File: src/include/uart_pkg.sv
// Constants, register map and carrier types for the host-bus serial controller
package uart_pkg;
  localparam logic [2:0] REG_DATA   = 3'h0;  // Receive buffer / transmit holding
  localparam logic [2:0] REG_IEN    = 3'h1;  // Interrupt enable
  localparam logic [2:0] REG_IID    = 3'h2;  // Interrupt identification
  localparam logic [2:0] REG_LCTL   = 3'h3;  // line_control_reg
  localparam logic [2:0] REG_MCTL   = 3'h4;  // Modem control
  localparam logic [2:0] REG_LSTAT  = 3'h5;  // line_status_reg
  localparam logic [2:0] REG_MSTAT  = 3'h6;  // Modem status
  localparam logic [2:0] REG_SCR    = 3'h7;  // Scratch
  // line_control_reg fields
  localparam int LC_WLEN = 0;  // Two bits: length minus five
  localparam int LC_STOP = 2;
  localparam int LC_PEN  = 3;
  localparam int LC_EPS  = 4;
  localparam int LC_BRK  = 6;
  localparam int LC_DLAB = 7;
  // Modem control fields
  localparam int MC_DTR  = 0;
  localparam int MC_RTS  = 1;
  localparam int MC_OUT1 = 2;
  localparam int MC_OUT2 = 3;
  localparam int MC_LOOP = 4;
  // Interrupt enable fields
  localparam int IE_RX  = 0;
  localparam int IE_TX  = 1;
  localparam int IE_LS  = 2;
  localparam int IE_MS  = 3;
  localparam logic [7:0]  LCTL_RESET = 8'h00;
  localparam logic [7:0]  MCTL_RESET = 8'h00;
  localparam logic [15:0] DIV_RESET  = 16'h0001;
  localparam int          OVERSAMPLE = 16;
  localparam int          CLK_HZ     = 100_000_000;
  localparam int          MAX_BAUD   = 56_000;
  // Smallest divisor that keeps the baud clock at or below sixteen times the top rate
  localparam logic [15:0] DIV_MIN    = 16'((CLK_HZ + OVERSAMPLE * MAX_BAUD - 1)
                                           / (OVERSAMPLE * MAX_BAUD));
  localparam logic [3:0]  HALF_BIT   = 4'h7;
  localparam logic [3:0]  LAST_TICK  = 4'hF;

  typedef enum {TX_IDLE, TX_START, TX_DATA, TX_PAR, TX_STOP} tx_state_t;
  typedef enum {RX_IDLE, RX_START, RX_DATA, RX_PAR, RX_STOP} rx_state_t;

  typedef struct packed {
    logic [2:0] addr;
    logic       sel;
  } bus_sel_t;

  typedef struct packed {
    logic [7:0] data;
    logic       par_err;
    logic       frm_err;
    logic       brk;
  } rx_word_t;
endpackage

File: src/rtl/uart_core.sv
// Serial controller with host bus interface, baud generator, line logic and receive FIFO
module uart_core
  import uart_pkg::*;
#(
  parameter int FIFO_DEPTH = 32
) (
  input  wire logic       i_clk,            // master_clock_in
  input  wire logic       i_rst_n,          // Sync reset, active low
  input  wire logic       i_master_reset,   // Active high master reset
  output logic            o_inv_clk,        // inverted_clock_out
  input  wire logic [2:0] i_register_select,// Register select
  input  wire logic [2:0] i_chip_select,    // [0],[1] high-true, [2] low-true
  input  wire logic       i_address_strobe, // Latch on rise; tie low if unused
  input  wire logic       i_rd,             // Read strobe, active high
  input  wire logic       i_rd_n,           // Read strobe, active low
  input  wire logic       i_wr,             // Write strobe, active high
  input  wire logic       i_wr_n,           // Write strobe, active low
  input  wire logic [7:0] i_data,           // host_data_bus in
  output logic [7:0]      o_data,           // host_data_bus out
  output logic            o_data_oe,        // High while driving data bus
  output logic            o_bus_driver_disable, // Low while driving read data
  output logic            o_selected,       // selected_indicator
  output logic            o_sout,           // Serial out
  input  wire logic       i_sin,            // Serial in
  input  wire logic       i_rclk,           // Receive 16x tick, sampled
  output logic            o_baud_clock_out, // 16x baud tick
  output logic            o_rts_n,          // Request to send, active low
  output logic            o_dtr_n,          // Data terminal ready, active low
  output logic            o_out1_n,         // General output 1
  output logic            o_out2_n,         // General output 2
  input  wire logic       i_cts_n,          // Clear to send
  input  wire logic       i_dsr_n,          // Data set ready
  input  wire logic       i_dcd_n,          // Carrier detect
  input  wire logic       i_ri_n,           // Ring indicator
  output logic            o_interrupt_out,  // Active high interrupt
  output logic            o_rx_fifo_full    // Receive buffer full; further characters are dropped and set overrun
);
  typedef struct packed {
    bus_sel_t   lat;
    logic       ads_d;
    logic       rd_d;
    logic       wr_d;
    logic [7:0] rdata;
    logic       read_act;
    logic [7:0] ien;
    logic [7:0] lctl;
    logic [7:0] mctl;
    logic [7:0] scr;
    logic [15:0] div;
    logic [15:0] bcnt;
    logic       btick;
    logic [7:0] thr;
    logic       thr_full;
    logic [7:0] tsr;
    tx_state_t  tst;
    logic [3:0] ttk;
    logic [2:0] tbit;
    logic       tpar;
    logic       tline;
    logic       tx_int;
    logic       rclk_d;
    logic       sin_d;
    rx_state_t  rst;
    logic [3:0] rtk;
    logic [2:0] rbit;
    logic [7:0] rsr;
    logic       rpar;
    logic       rallz;
    logic       overrun;
    logic       perr;
    logic       ferr;
    logic       brk;
    logic [3:0] msd;
    logic [3:0] mprev;
  } core_state_t;
  core_state_t s_reg, s_next;

  logic       rst_all, rd_act, wr_act, sel_now, ads_low;
  bus_sel_t   sel_cur;
  logic       rd_pulse, wr_pulse, rx_tick, sin_eff;
  logic [2:0] nbits;
  logic [10:0] rxf_in, rxf_out;
  logic       rxf_push, rxf_ready, rxf_valid, rxf_pop;
  logic [7:0] lstat, iid;
  logic [3:0] mlive;
  logic       ls_int;

  assign rst_all = !i_rst_n || i_master_reset;
  assign o_inv_clk = ~i_clk;
  assign rd_act = i_rd | ~i_rd_n;
  assign wr_act = i_wr | ~i_wr_n;
  assign sel_now = i_chip_select[0] & i_chip_select[1] & ~i_chip_select[2];
  // Strobe held low means the latch is transparent
  assign ads_low = ~i_address_strobe;
  assign sel_cur = ads_low ? bus_sel_t'{addr: i_register_select, sel: sel_now} : s_reg.lat;
  assign o_selected = sel_cur.sel;
  assign rd_pulse = rd_act & ~s_reg.rd_d & sel_cur.sel;
  assign wr_pulse = wr_act & ~s_reg.wr_d & sel_cur.sel;
  assign o_data_oe = s_reg.read_act;
  assign o_bus_driver_disable = ~s_reg.read_act;
  assign o_data = s_reg.rdata;
  assign o_baud_clock_out = s_reg.btick;
  assign rx_tick = i_rclk & ~s_reg.rclk_d;
  assign sin_eff = s_reg.mctl[MC_LOOP] ? s_reg.tline : i_sin;
  assign o_sout = s_reg.mctl[MC_LOOP] ? 1'b1 : (s_reg.tline & ~s_reg.lctl[LC_BRK]);
  // In loopback the modem outputs go inactive and feed the status bits instead
  assign o_rts_n  = s_reg.mctl[MC_LOOP] | ~s_reg.mctl[MC_RTS];
  assign o_dtr_n  = s_reg.mctl[MC_LOOP] | ~s_reg.mctl[MC_DTR];
  assign o_out1_n = s_reg.mctl[MC_LOOP] | ~s_reg.mctl[MC_OUT1];
  assign o_out2_n = s_reg.mctl[MC_LOOP] | ~s_reg.mctl[MC_OUT2];
  assign mlive = s_reg.mctl[MC_LOOP] ? s_reg.mctl[3:0] : {~i_dcd_n, ~i_ri_n, ~i_dsr_n, ~i_cts_n};
  assign nbits = 3'(s_reg.lctl[LC_WLEN +: 2]) + 3'h4;
  assign rxf_pop = rd_pulse && sel_cur.addr == REG_DATA && !s_reg.lctl[LC_DLAB];
  assign o_rx_fifo_full = ~rxf_ready;
  assign lstat = {1'b0, (s_reg.tst == TX_IDLE) & ~s_reg.thr_full, ~s_reg.thr_full,
                  s_reg.brk, s_reg.ferr, s_reg.perr, s_reg.overrun, rxf_valid};
  assign ls_int = s_reg.ien[IE_LS] & (s_reg.overrun | s_reg.perr | s_reg.ferr | s_reg.brk);
  always_comb begin
    if (ls_int) begin
      iid = 8'h06;
    end else if (s_reg.ien[IE_RX] & rxf_valid) begin
      iid = 8'h04;
    end else if (s_reg.ien[IE_TX] & s_reg.tx_int) begin
      iid = 8'h02;
    end else if (s_reg.ien[IE_MS] & (s_reg.msd != 4'h0)) begin
      iid = 8'h00;
    end else begin
      iid = 8'h01;
    end
  end
  assign o_interrupt_out = ~iid[0] & s_reg.mctl[MC_OUT2];

  uart_fifo #(.W(11), .D(FIFO_DEPTH)) u_rx_fifo (
    .i_clk   (i_clk),
    .i_rst_n (~rst_all),
    .i_data  (rxf_in),
    .i_valid (rxf_push),
    .o_ready (rxf_ready),
    .o_data  (rxf_out),
    .o_valid (rxf_valid),
    .i_ready (rxf_pop),
    .o_full  ()
  );

  always_comb begin
    s_next = s_reg;
    rxf_push = 1'b0;
    rxf_in = {s_reg.rsr, 3'h0};
    s_next.rd_d = rd_act;
    s_next.wr_d = wr_act;
    s_next.ads_d = i_address_strobe;
    s_next.rclk_d = i_rclk;
    s_next.sin_d = sin_eff;
    if (i_address_strobe & ~s_reg.ads_d) begin
      s_next.lat = '{addr: i_register_select, sel: sel_now};
    end
    s_next.read_act = sel_cur.sel & rd_act;
    s_next.msd = s_reg.msd | (mlive ^ s_reg.mprev);
    s_next.mprev = mlive;
    // Baud divider
    s_next.btick = 1'b0;
    if (s_reg.bcnt >= s_reg.div - 16'h1) begin
      s_next.bcnt = 16'h0;
      s_next.btick = 1'b1;
    end else begin
      s_next.bcnt = s_reg.bcnt + 16'h1;
    end
    // Register reads
    if (rd_pulse) begin
      unique case (sel_cur.addr)
        REG_DATA:  s_next.rdata = s_reg.lctl[LC_DLAB] ? s_reg.div[7:0] : rxf_out[10:3];
        REG_IEN:   s_next.rdata = s_reg.lctl[LC_DLAB] ? s_reg.div[15:8] : s_reg.ien;
        REG_IID:   s_next.rdata = iid;
        REG_LCTL:  s_next.rdata = s_reg.lctl;
        REG_MCTL:  s_next.rdata = s_reg.mctl;
        REG_LSTAT: s_next.rdata = lstat;
        REG_MSTAT: s_next.rdata = {mlive, s_reg.msd};
        REG_SCR:   s_next.rdata = s_reg.scr;
      endcase
      if (sel_cur.addr == REG_LSTAT) begin
        // Set wins: an error arriving this cycle is merged below
        s_next.overrun = 1'b0;
        s_next.perr = 1'b0;
        s_next.ferr = 1'b0;
        s_next.brk = 1'b0;
      end
      if (sel_cur.addr == REG_MSTAT) begin
        s_next.msd = mlive ^ s_reg.mprev;
      end
      if (sel_cur.addr == REG_IID && iid == 8'h02) begin
        s_next.tx_int = 1'b0;
      end
    end
    // Register writes
    if (wr_pulse) begin
      unique case (sel_cur.addr)
        REG_DATA: begin
          if (s_reg.lctl[LC_DLAB]) begin
            s_next.div[7:0] = i_data;
          end else begin
            s_next.thr = i_data;
            s_next.thr_full = 1'b1;
            s_next.tx_int = 1'b0;
          end
        end
        REG_IEN: begin
          if (s_reg.lctl[LC_DLAB]) begin
            s_next.div[15:8] = i_data;
          end else begin
            s_next.ien = {4'h0, i_data[3:0]};
          end
        end
        REG_IID:   s_next.scr = s_reg.scr;
        REG_LCTL:  s_next.lctl = i_data;
        REG_MCTL:  s_next.mctl = {3'h0, i_data[4:0]};
        REG_LSTAT: s_next.scr = s_reg.scr;
        REG_MSTAT: s_next.scr = s_reg.scr;
        REG_SCR:   s_next.scr = i_data;
      endcase
    end
    if (s_next.div < DIV_MIN) begin
      s_next.div = DIV_MIN;
    end
    // Transmitter, one bit per sixteen baud ticks
    if (s_reg.btick) begin
      s_next.ttk = s_reg.ttk + 4'h1;
      unique case (s_reg.tst)
        TX_IDLE: begin
          s_next.ttk = 4'h0;
          s_next.tline = 1'b1;
          if (s_reg.thr_full) begin
            s_next.tsr = s_reg.thr;
            // A host write landing in the load cycle keeps the holding register full
            s_next.thr_full = wr_pulse && (sel_cur.addr == REG_DATA) && !s_reg.lctl[LC_DLAB];
            s_next.tx_int = ~s_next.thr_full;
            s_next.tpar = ~s_reg.lctl[LC_EPS];
            s_next.tline = 1'b0;
            s_next.tst = TX_START;
          end
        end
        TX_START: begin
          if (s_reg.ttk == LAST_TICK) begin
            s_next.tline = s_reg.tsr[0];
            s_next.tpar = s_reg.tpar ^ s_reg.tsr[0];
            s_next.tbit = 3'h0;
            s_next.tst = TX_DATA;
          end
        end
        TX_DATA: begin
          if (s_reg.ttk == LAST_TICK) begin
            s_next.tsr = {1'b0, s_reg.tsr[7:1]};
            s_next.tbit = s_reg.tbit + 3'h1;
            if (s_reg.tbit == nbits) begin
              // Cleared so the second stop bit is counted for every length
              s_next.tbit = 3'h0;
              s_next.tline = s_reg.lctl[LC_PEN] ? s_reg.tpar : 1'b1;
              s_next.tst = s_reg.lctl[LC_PEN] ? TX_PAR : TX_STOP;
            end else begin
              s_next.tline = s_reg.tsr[1];
              s_next.tpar = s_reg.tpar ^ s_reg.tsr[1];
            end
          end
        end
        TX_PAR: begin
          if (s_reg.ttk == LAST_TICK) begin
            s_next.tline = 1'b1;
            s_next.tst = TX_STOP;
          end
        end
        TX_STOP: begin
          s_next.tline = 1'b1;
          // Second stop bit counted through tbit reuse
          if (s_reg.ttk == LAST_TICK) begin
            if (s_reg.lctl[LC_STOP] && s_reg.tbit != 3'h7) begin
              s_next.tbit = 3'h7;
            end else begin
              s_next.tst = TX_IDLE;
            end
          end
        end
      endcase
    end
    // Receiver on the 16x receive tick
    if (rx_tick) begin
      s_next.rtk = s_reg.rtk + 4'h1;
      unique case (s_reg.rst)
        RX_IDLE: begin
          s_next.rtk = 4'h0;
          if (!s_reg.sin_d) begin
            s_next.rst = RX_START;
          end
        end
        RX_START: begin
          if (s_reg.rtk == HALF_BIT) begin
            s_next.rtk = 4'h0;
            s_next.rst = s_reg.sin_d ? RX_IDLE : RX_DATA;
            s_next.rbit = 3'h0;
            s_next.rsr = 8'h00;
            s_next.rpar = ~s_reg.lctl[LC_EPS];
            s_next.rallz = 1'b1;
          end
        end
        RX_DATA: begin
          if (s_reg.rtk == LAST_TICK) begin
            s_next.rsr[s_reg.rbit] = s_reg.sin_d;
            s_next.rpar = s_reg.rpar ^ s_reg.sin_d;
            s_next.rallz = s_reg.rallz & ~s_reg.sin_d;
            s_next.rbit = s_reg.rbit + 3'h1;
            if (s_reg.rbit == nbits) begin
              s_next.rst = s_reg.lctl[LC_PEN] ? RX_PAR : RX_STOP;
            end
          end
        end
        RX_PAR: begin
          if (s_reg.rtk == LAST_TICK) begin
            s_next.rpar = s_reg.rpar ^ s_reg.sin_d;
            s_next.rallz = s_reg.rallz & ~s_reg.sin_d;
            s_next.rst = RX_STOP;
          end
        end
        RX_STOP: begin
          if (s_reg.rtk == LAST_TICK) begin
            s_next.rst = RX_IDLE;
            if (rxf_ready) begin
              rxf_push = 1'b1;
              rxf_in = {s_reg.rsr, s_reg.lctl[LC_PEN] & s_reg.rpar, ~s_reg.sin_d,
                        s_reg.rallz & ~s_reg.sin_d};
            end else begin
              s_next.overrun = 1'b1;
            end
            s_next.ferr = ~s_reg.sin_d;
            s_next.perr = s_reg.lctl[LC_PEN] & s_reg.rpar;
            s_next.brk = s_reg.rallz & ~s_reg.sin_d;
          end
        end
      endcase
    end
  end

  always_ff @(posedge i_clk) begin
    if (rst_all) begin
      s_reg <= '0;
      s_reg.lctl <= LCTL_RESET;
      s_reg.mctl <= MCTL_RESET;
      s_reg.div <= DIV_RESET;
      s_reg.tline <= 1'b1;
      s_reg.sin_d <= 1'b1;
      s_reg.tst <= TX_IDLE;
      s_reg.rst <= RX_IDLE;
    end else begin
      s_reg <= s_next;
    end
  end

  sel_follows_a: assert property (@(posedge i_clk) disable iff (rst_all)
    ads_low |-> (o_selected == sel_now)) else $error("select not transparent");
  cs_decode_a: assert property (@(posedge i_clk) disable iff (rst_all)
    (ads_low && i_chip_select != 3'b011) |-> !o_selected) else $error("bad decode");
  bus_drive_a: assert property (@(posedge i_clk) disable iff (rst_all)
    o_data_oe |-> ($past(sel_cur.sel) && $past(rd_act))) else $error("bus driven idle");
  bus_driver_disable_pair_a: assert property (@(posedge i_clk) disable iff (rst_all)
    o_bus_driver_disable != o_data_oe) else $error("driver disable mismatch");
  rts_ctl_a: assert property (@(posedge i_clk) disable iff (rst_all)
    (s_reg.mctl[MC_RTS] && !s_reg.mctl[MC_LOOP]) |-> !o_rts_n) else $error("rts wrong");
  one_access_a: assert property (@(posedge i_clk) disable iff (rst_all)
    rd_pulse |=> !rd_pulse) else $error("double read");
  wr_store_a: assert property (@(posedge i_clk) disable iff (rst_all)
    (wr_pulse && sel_cur.addr == REG_SCR) |=> (s_reg.scr == $past(i_data)))
    else $error("scratch write lost");
  loop_quiet_a: assert property (@(posedge i_clk) disable iff (rst_all)
    s_reg.mctl[MC_LOOP] |-> o_sout) else $error("sout active in loopback");
  break_out_a: assert property (@(posedge i_clk) disable iff (rst_all)
    (s_reg.lctl[LC_BRK] && !s_reg.mctl[MC_LOOP]) |-> !o_sout) else $error("no break");
endmodule

File: src/rtl/uart_fifo.sv
// Flip-flop FIFO with valid/ready handshakes on both sides
module uart_fifo
  import uart_pkg::*;
#(
  parameter int W = 11,
  parameter int D = 32
) (
  input  wire logic         i_clk,     // Clock
  input  wire logic         i_rst_n,   // Sync reset, active low
  input  wire logic [W-1:0] i_data,    // Write data
  input  wire logic         i_valid,   // Write request
  output logic              o_ready,   // Not full
  output logic [W-1:0]      o_data,    // Head word
  output logic              o_valid,   // Not empty
  input  wire logic         i_ready,   // Pop
  output logic              o_full     // Full flag
);
  localparam int AW = $clog2(D);
  typedef struct packed {
    logic [D-1:0][W-1:0] mem;
    logic [AW-1:0]       wp;
    logic [AW-1:0]       rp;
    logic [AW:0]         cnt;
  } fifo_state_t;
  fifo_state_t st_reg, st_next;
  logic push, pop;
  assign o_ready = (st_reg.cnt != (AW+1)'(D));
  assign o_valid = (st_reg.cnt != '0);
  assign o_full  = ~o_ready;
  assign o_data  = st_reg.mem[st_reg.rp];
  assign push    = i_valid & o_ready;
  assign pop     = i_ready & o_valid;
  always_comb begin
    st_next = st_reg;
    if (push) begin
      st_next.mem[st_reg.wp] = i_data;
      st_next.wp = (st_reg.wp == AW'(D-1)) ? '0 : st_reg.wp + 1'b1;
    end
    if (pop) begin
      st_next.rp = (st_reg.rp == AW'(D-1)) ? '0 : st_reg.rp + 1'b1;
    end
    st_next.cnt = st_reg.cnt + (AW+1)'(push) - (AW+1)'(pop);
  end
  always_ff @(posedge i_clk) begin
    if (!i_rst_n) begin
      st_reg <= '0;
    end else begin
      st_reg <= st_next;
    end
  end
endmodule

File: config.mk
export PLATFORM = sky130hd
export DESIGN_NAME = uart_core
export DESIGN_NICKNAME = d
export VERILOG_FILES = /design/src/include/uart_pkg.sv /design/src/rtl/uart_core.sv /design/src/rtl/uart_fifo.sv
export SDC_FILE = /design/constraint.sdc
export NUM_CORES = 1
export LEC_CHECK = 0
export BUFFER_PORTS_ARGS = -buffer_cell sky130_fd_sc_hd__buf_2
export CORE_MARGIN = 1
export CORE_UTILIZATION = 30
export CTS_BUF_LIST = sky130_fd_sc_hd__clkbuf_8 sky130_fd_sc_hd__clkbuf_16
export DETAILED_ROUTE_END_ITERATION = 10
export PLACE_DENSITY = 0.49
export SYNTH_ARGS = -nofsm -noshare
export SYNTH_HDL_FRONTEND = slang
export SYNTH_HIERARCHICAL = 1
export SYNTH_SLANG_ARGS = --single-unit
File: constraint.sdc
create_clock -name i_clk -period 10.71 [get_ports i_clk]
set_clock_uncertainty 0.1 [all_clocks]
set_input_delay 2.142 -clock i_clk [delete_from_list [all_inputs] [get_ports i_clk]]
set_output_delay 2.142 -clock i_clk [all_outputs]
set_load 0.01 [all_outputs]
==> qor.csv, run 1 <==
stage,metric,value,unit
worst_setup_path,Critical path buffers and inverters,5,
layout,"commonest cells after routing, fill and taps aside","dfxtp_1 (408), nand3_1 (306), o21ai_0 (251)",
logic_synthesis,Syn Area/Cell,8.88,um^2
global_routing,GR Overflow Total,0,
worst_setup_path,nature of the critical path endpoint,output pin,
worst_setup_path,Top Family by Delay on Critical Path,buffers and inverters,
global_routing,busiest grt layer,met2,
die,die area,64000,um^2
die,Top-Level Pins,48,
clock_network,# hold bufs at CTS,0,
power,pwr dens,154,nW/um^2
logic_synthesis,Synth Warn #,6,
drt,vias per cell,5.31,
place,IO Port Bufs,47,
worst_setup_path,critical path required time,8.47,ns
drt,DR iter-0 viols,1376,
clock_network,post_cts resized,0,
global_routing,largest net degree at the start of global routing,116,
hold_path,hold path cells,2,
global_routing,routing usage on met3,1.97,%
worst_setup_path,"Arr. time, crit path",6.07,ns
global_routing,GRT Total Usage,16.4,%
power,Max IR drop VDD,0.106,mV
hold_path,min-delay src,s_reg[159],
layout,max reg flops,272,
timing,endpoints failing setup,0,
power,P_leak,6.97,nW
clock_network,TritonCTS clock tree,yes,
timing,slew margin rel.,18.7,%
clock_network,total CTS buffers,45,
layout,Antenna Cells,0,
place,Final Wtd Congestion,0.831,
run,Max Cap Viol,0,
drt,via count,15300,
clock_network,Clock transition at path regs,0.06,ns
worst_setup_path,Critical Path Max Stage Delay,0.21,ns
drt,Final ANT Viol Nets,0,
worst_setup_path,WS Path Type,clk -> out,
clock_network,Clock Latency Late Sink,0.59,ns
hold_path,WHS Endpoint,s_reg[159],
drt,residual DRC count,0,
timing,Final Hold Fails,0,
layout,NumNets Final,2066,
die,Initial Utilization,30.5,%
place,placed cell area,19300,um^2
clock_network,setup bufs post-CTS,0,
place,DP HPWL,33700,um
logic_synthesis,syn nets,2195,
worst_setup_path,R2R setup slack,6.32,ns
layout,"commonest non-fill, non-tap cell in the layout",dfxtp_1,
clock_network,CTS max path bufs,3,
worst_setup_path,crit-path cells,clkbuf_16 -> clkbuf_16 -> clkbuf_16 -> inv_1 -> buf_2,
timing,final max-slew violation count,0,
die,Core Box Area,61900,um^2
worst_setup_path,Crit Reg-Reg Startpoint,s_reg[25],
global_routing,M1 GR Usage,22.4,%
clock_network,CTS H-tree depth,2,
global_routing,first-pass GRT wire length,82500,um
die,cell row count,91,
worst_setup_path,Crit path top cell by count,clkbuf_16,
die,Chip Width,253,um
worst_setup_path,crit path max-delay cell type,clkbuf_16,
die,die span in y,253,um
layout,share of cells above drive strength 1,9.94,%
clock_network,CTS root buffer,clkbuf_16,
timing,RSZ-0062 raised after global routing,false,
hold_path,worst hold path class,reg -> reg,
worst_setup_path,CP Launch Type,clock port,
worst_setup_path,Crit Path Max Fanout,10,
drt,Pre-antenna DRT Iters,6,
logic_synthesis,Mapped Area,18900,um^2
drt,Routed WL per cell,18.6,um
timing,Slew @ Worst Pin,1.22,ns
logic_synthesis,Post-Synthesis Cells,2127,
drt,final WL,53400,um
status,status,completed,
global_routing,initial antenna violation count,1,
worst_setup_path,RR Endpoint,u_rx_fifo/st_reg[4],
global_routing,vias in the first global route,14100,
layout,"Area growth, synth to finish",10.0,%
worst_setup_path,FF-to-FF path depth,15,
layout,final instance area,20800,um^2
global_routing,met2 Resource Use GR,27.2,%
timing,post-route setup TNS,0,ns
where the power goes:
part	internal, mW	switching (mW)	total (mW)
combinational	0.0249	0.0641	0.0890
sequential	1.53	0.00486	1.53
clock	0.923	0.652	1.57
metal layers:
metal	vias to the layer above	routed length, um
met5	-	0
met4	0	1060
met3	75	2330
met2	332	25100
met1	7375	25000
li1	7472	-
worst register-to-register path, cell delays in order, from the launching register on:
cell and delay [ns]:
dfxtp_1 0.37, ha_1 0.24, nand3_1 0.13, or3_1 0.52, inv_1 0.12, nand2_1 0.08, inv_1 0.80, nand2_1 0.35
ha_1 0.40, inv_1 0.04, ha_1 0.22, fa_1 0.44, a21oi_1 0.16, o21bai_1 0.09, xnor2_1 0.14, nor2_1 0.06
how the worst max path moves through the flow:
stage	start	endpoint	slack (ns)	cells past startpoint
finish	i_clk	o_inv_clk	2.40	5
global route	i_clk	o_inv_clk	2.37	5
CTS	i_clk	o_inv_clk	2.37	5
floorplan	i_clk	o_inv_clk	3.04	1
global placement	i_clk	o_inv_clk	2.98	2
detailed placement	i_clk	o_inv_clk	2.98	2
through the flow:
| stage | hold slack, ns | setup WS, ns | std cells | power, mW | util [%] |
|---|---|---|---|---|---|
| 3_5_place_dp | 0.349 | 2.98 | 2787 | 1.66 | 31.1 |
| 4_1_cts | 0.359 | 2.37 | 2869 | 3.25 | 33.5 |
| 3_3_place_gp | 0.340 | 2.98 | 2787 | 1.66 | 31.1 |
| 6_report | 0.356 | 2.40 | 2870 | 3.20 | 33.6 |
| 5_1_grt | 0.366 | 2.37 | 2870 | 3.31 | 33.6 |
| 2_1_floorplan | 0.331 | 3.04 | 2127 | 1.63 | - |
layout make-up:
class / count / area, um^2
Clock buffer: 54 / 1240
Clock inverter: 30 / 268
Fill cell: 6456 / 41200
Inverter: 40 / 158
Multi-Input combinational cell: 1434 / 9480
Sequential cell: 410 / 8210
Tap cell: 837 / 1050
Timing Repair Buffer: 65 / 373
Power figures use the tool's default switching activity.
==> run 2: changes to the inputs <==
- ABC_AREA: not set -> 1
- PLACE_DENSITY: 0.49 -> 0.51
- clock period: 10.71 -> 7.15 ns (I/O delays scaled with it)
==> qor.csv, run 2 <==
stage,metric,value,unit
power,Final Power,5.01,mW
global_routing,largest net degree at the start of global routing,174,
place,DP HPWL,42300,um
worst_setup_path,critical path required time,5.62,ns
global_routing,met2 Resource Use GR,29.3,%
hold_path,min-delay src,u_rx_fifo/st_reg[333],
layout,filler cell count,7689,
worst_setup_path,RR Endpoint,u_rx_fifo/st_reg[4],
worst_setup_path,Crit Reg-Reg Startpoint,s_reg[62],
logic_synthesis,Syn Area/Cell,6.50,um^2
clock_network,setup bufs post-CTS,0,
status,status,completed,
layout,"commonest non-fill, non-tap cell in the layout",nand2_1,
layout,"commonest cells after routing, fill and taps aside","nand2_1 (659), nor2_1 (589), dfxtp_1 (408)",
drt,residual DRC count,0,
global_routing,routing usage on met3,2.92,%
clock_network,CTS max path bufs,3,
clock_network,TritonCTS clock tree,yes,
die,Top-Level Pins,48,
global_routing,busiest grt layer,met2,
die,Core Box Area,68900,um^2
worst_setup_path,nature of the critical path endpoint,output pin,
worst_setup_path,Crit path top cell by count,clkbuf_16,
global_routing,GRT Total Usage,18.1,%
clock_network,CTS H-tree depth,2,
timing,RSZ-0062 raised after global routing,false,
drt,Routed WL per cell,16.0,um
timing,endpoints failing setup,0,
logic_synthesis,syn nets,3301,
die,Chip Width,267,um
layout,share of cells above drive strength 1,6.24,%
layout,"Area growth, synth to finish",9.65,%
hold_path,WHS Endpoint,u_rx_fifo/st_reg[333],
drt,final WL,65000,um
timing,Slew @ Worst Pin,1.10,ns
drt,Final ANT Viol Nets,0,
layout,Final Util,33.4,%
timing,post-route setup TNS,0,ns
place,IO Port Bufs,47,
die,die area,71100,um^2
logic_synthesis,Synth Warn #,6,
worst_setup_path,worst setup path startpoint,i_clk,
global_routing,GR Overflow Total,0,
place,Final Wtd Congestion,0.844,
global_routing,vias in the first global route,18000,
worst_setup_path,Crit Path Max Fanout,11,
die,cell row count,96,
global_routing,first-pass GRT wire length,102000,um
hold_path,worst hold path class,reg -> reg,
drt,via count,19300,
clock_network,total CTS buffers,50,
worst_setup_path,FF-to-FF path depth,17,
worst_setup_path,crit-path cells,clkbuf_16 -> clkbuf_16 -> clkbuf_16 -> inv_1 -> buf_2,
clock_network,Clock Latency Late Sink,0.61,ns
worst_setup_path,"Arr. time, crit path",4.30,ns
die,die span in y,267,um
drt,vias per cell,4.74,
clock_network,post_cts resized,0,
drt,Pre-antenna DRT Iters,6,
timing,slew margin rel.,26.2,%
clock_network,Clock transition at path regs,0.05,ns
worst_setup_path,WS Path Type,clk -> out,
run,Max Cap Viol,0,
power,Max IR drop VDD,0.158,mV
worst_setup_path,crit path max-delay cell type,clkbuf_16,
worst_setup_path,Critical Path Max Stage Delay,0.22,ns
layout,max reg flops,272,
worst_setup_path,CP Launch Type,clock port,
timing,Final Hold Fails,0,
global_routing,M1 GR Usage,24.5,%
timing,final max-slew violation count,0,
power,pwr dens,217,nW/um^2
clock_network,# hold bufs at CTS,0,
power,P_leak,8.82,nW
die,Initial Utilization,30.5,%
drt,DR iter-0 viols,1457,
place,Setup WS pre-CTS,1.91,ns
logic_synthesis,Mapped Area,21000,um^2
global_routing,initial antenna violation count,0,
layout,NumNets Final,3172,
timing,Final WS setup,1.32,ns
clock_network,CTS root buffer,clkbuf_16,
logic_synthesis,Post-Synthesis Cells,3233,
worst_setup_path,R2R setup slack,3.43,ns
hold_path,hold path cells,2,
[run 2: area by class of cell]
cell class	instances	area, um^2	area share [%]
antenna	2	5.00	0.0217
clock buffer	68	1500	6.51
clock inverter	23	151	0.657
inverter	353	1330	5.77
multi-input combinational	2221	10300	44.6
sequential	410	8210	35.6
tap	931	1160	5.05
timing repair buffer	66	393	1.70
[run 2: worst max-delay path: cells and delay by family]
family,cells,cell delay (ns)
buf+inv,5,0.71
[run 2: routing by layer]
layer	share of wire (%)	routed length, um	vias to the layer above
met3	4.9	3190	94
met4	2.6	1700	0
li1	-	-	9974
met1	47	30700	8822
met2	45	29400	420
met5	0	0	-
[run 2: where the power goes]
group	switching, mW	total [mW]	internal [mW]
logic	0.127	0.180	0.0527
clock network	1.03	2.53	1.49
registers	0.00928	2.30	2.30
[run 2: worst max path at each step]
stage	endpoint	slack, ns	cells after the start
6_report	o_inv_clk	1.32	5
5_1_grt	o_inv_clk	1.29	5
4_1_cts	o_inv_clk	1.29	5
3_5_place_dp	o_inv_clk	1.91	2
3_3_place_gp	o_inv_clk	1.91	2
2_1_floorplan	o_inv_clk	1.97	1
[run 2: through the flow]
step                      instances  area [um^2]  hold WS, ns
after detailed placement       3983        21400        0.353
after global placement         3983        21400        0.349
final                          4074        23000        0.362
after CTS                      4072        23000        0.361
after global routing           4072        23000        0.380
after floorplan                3233        21000        0.330
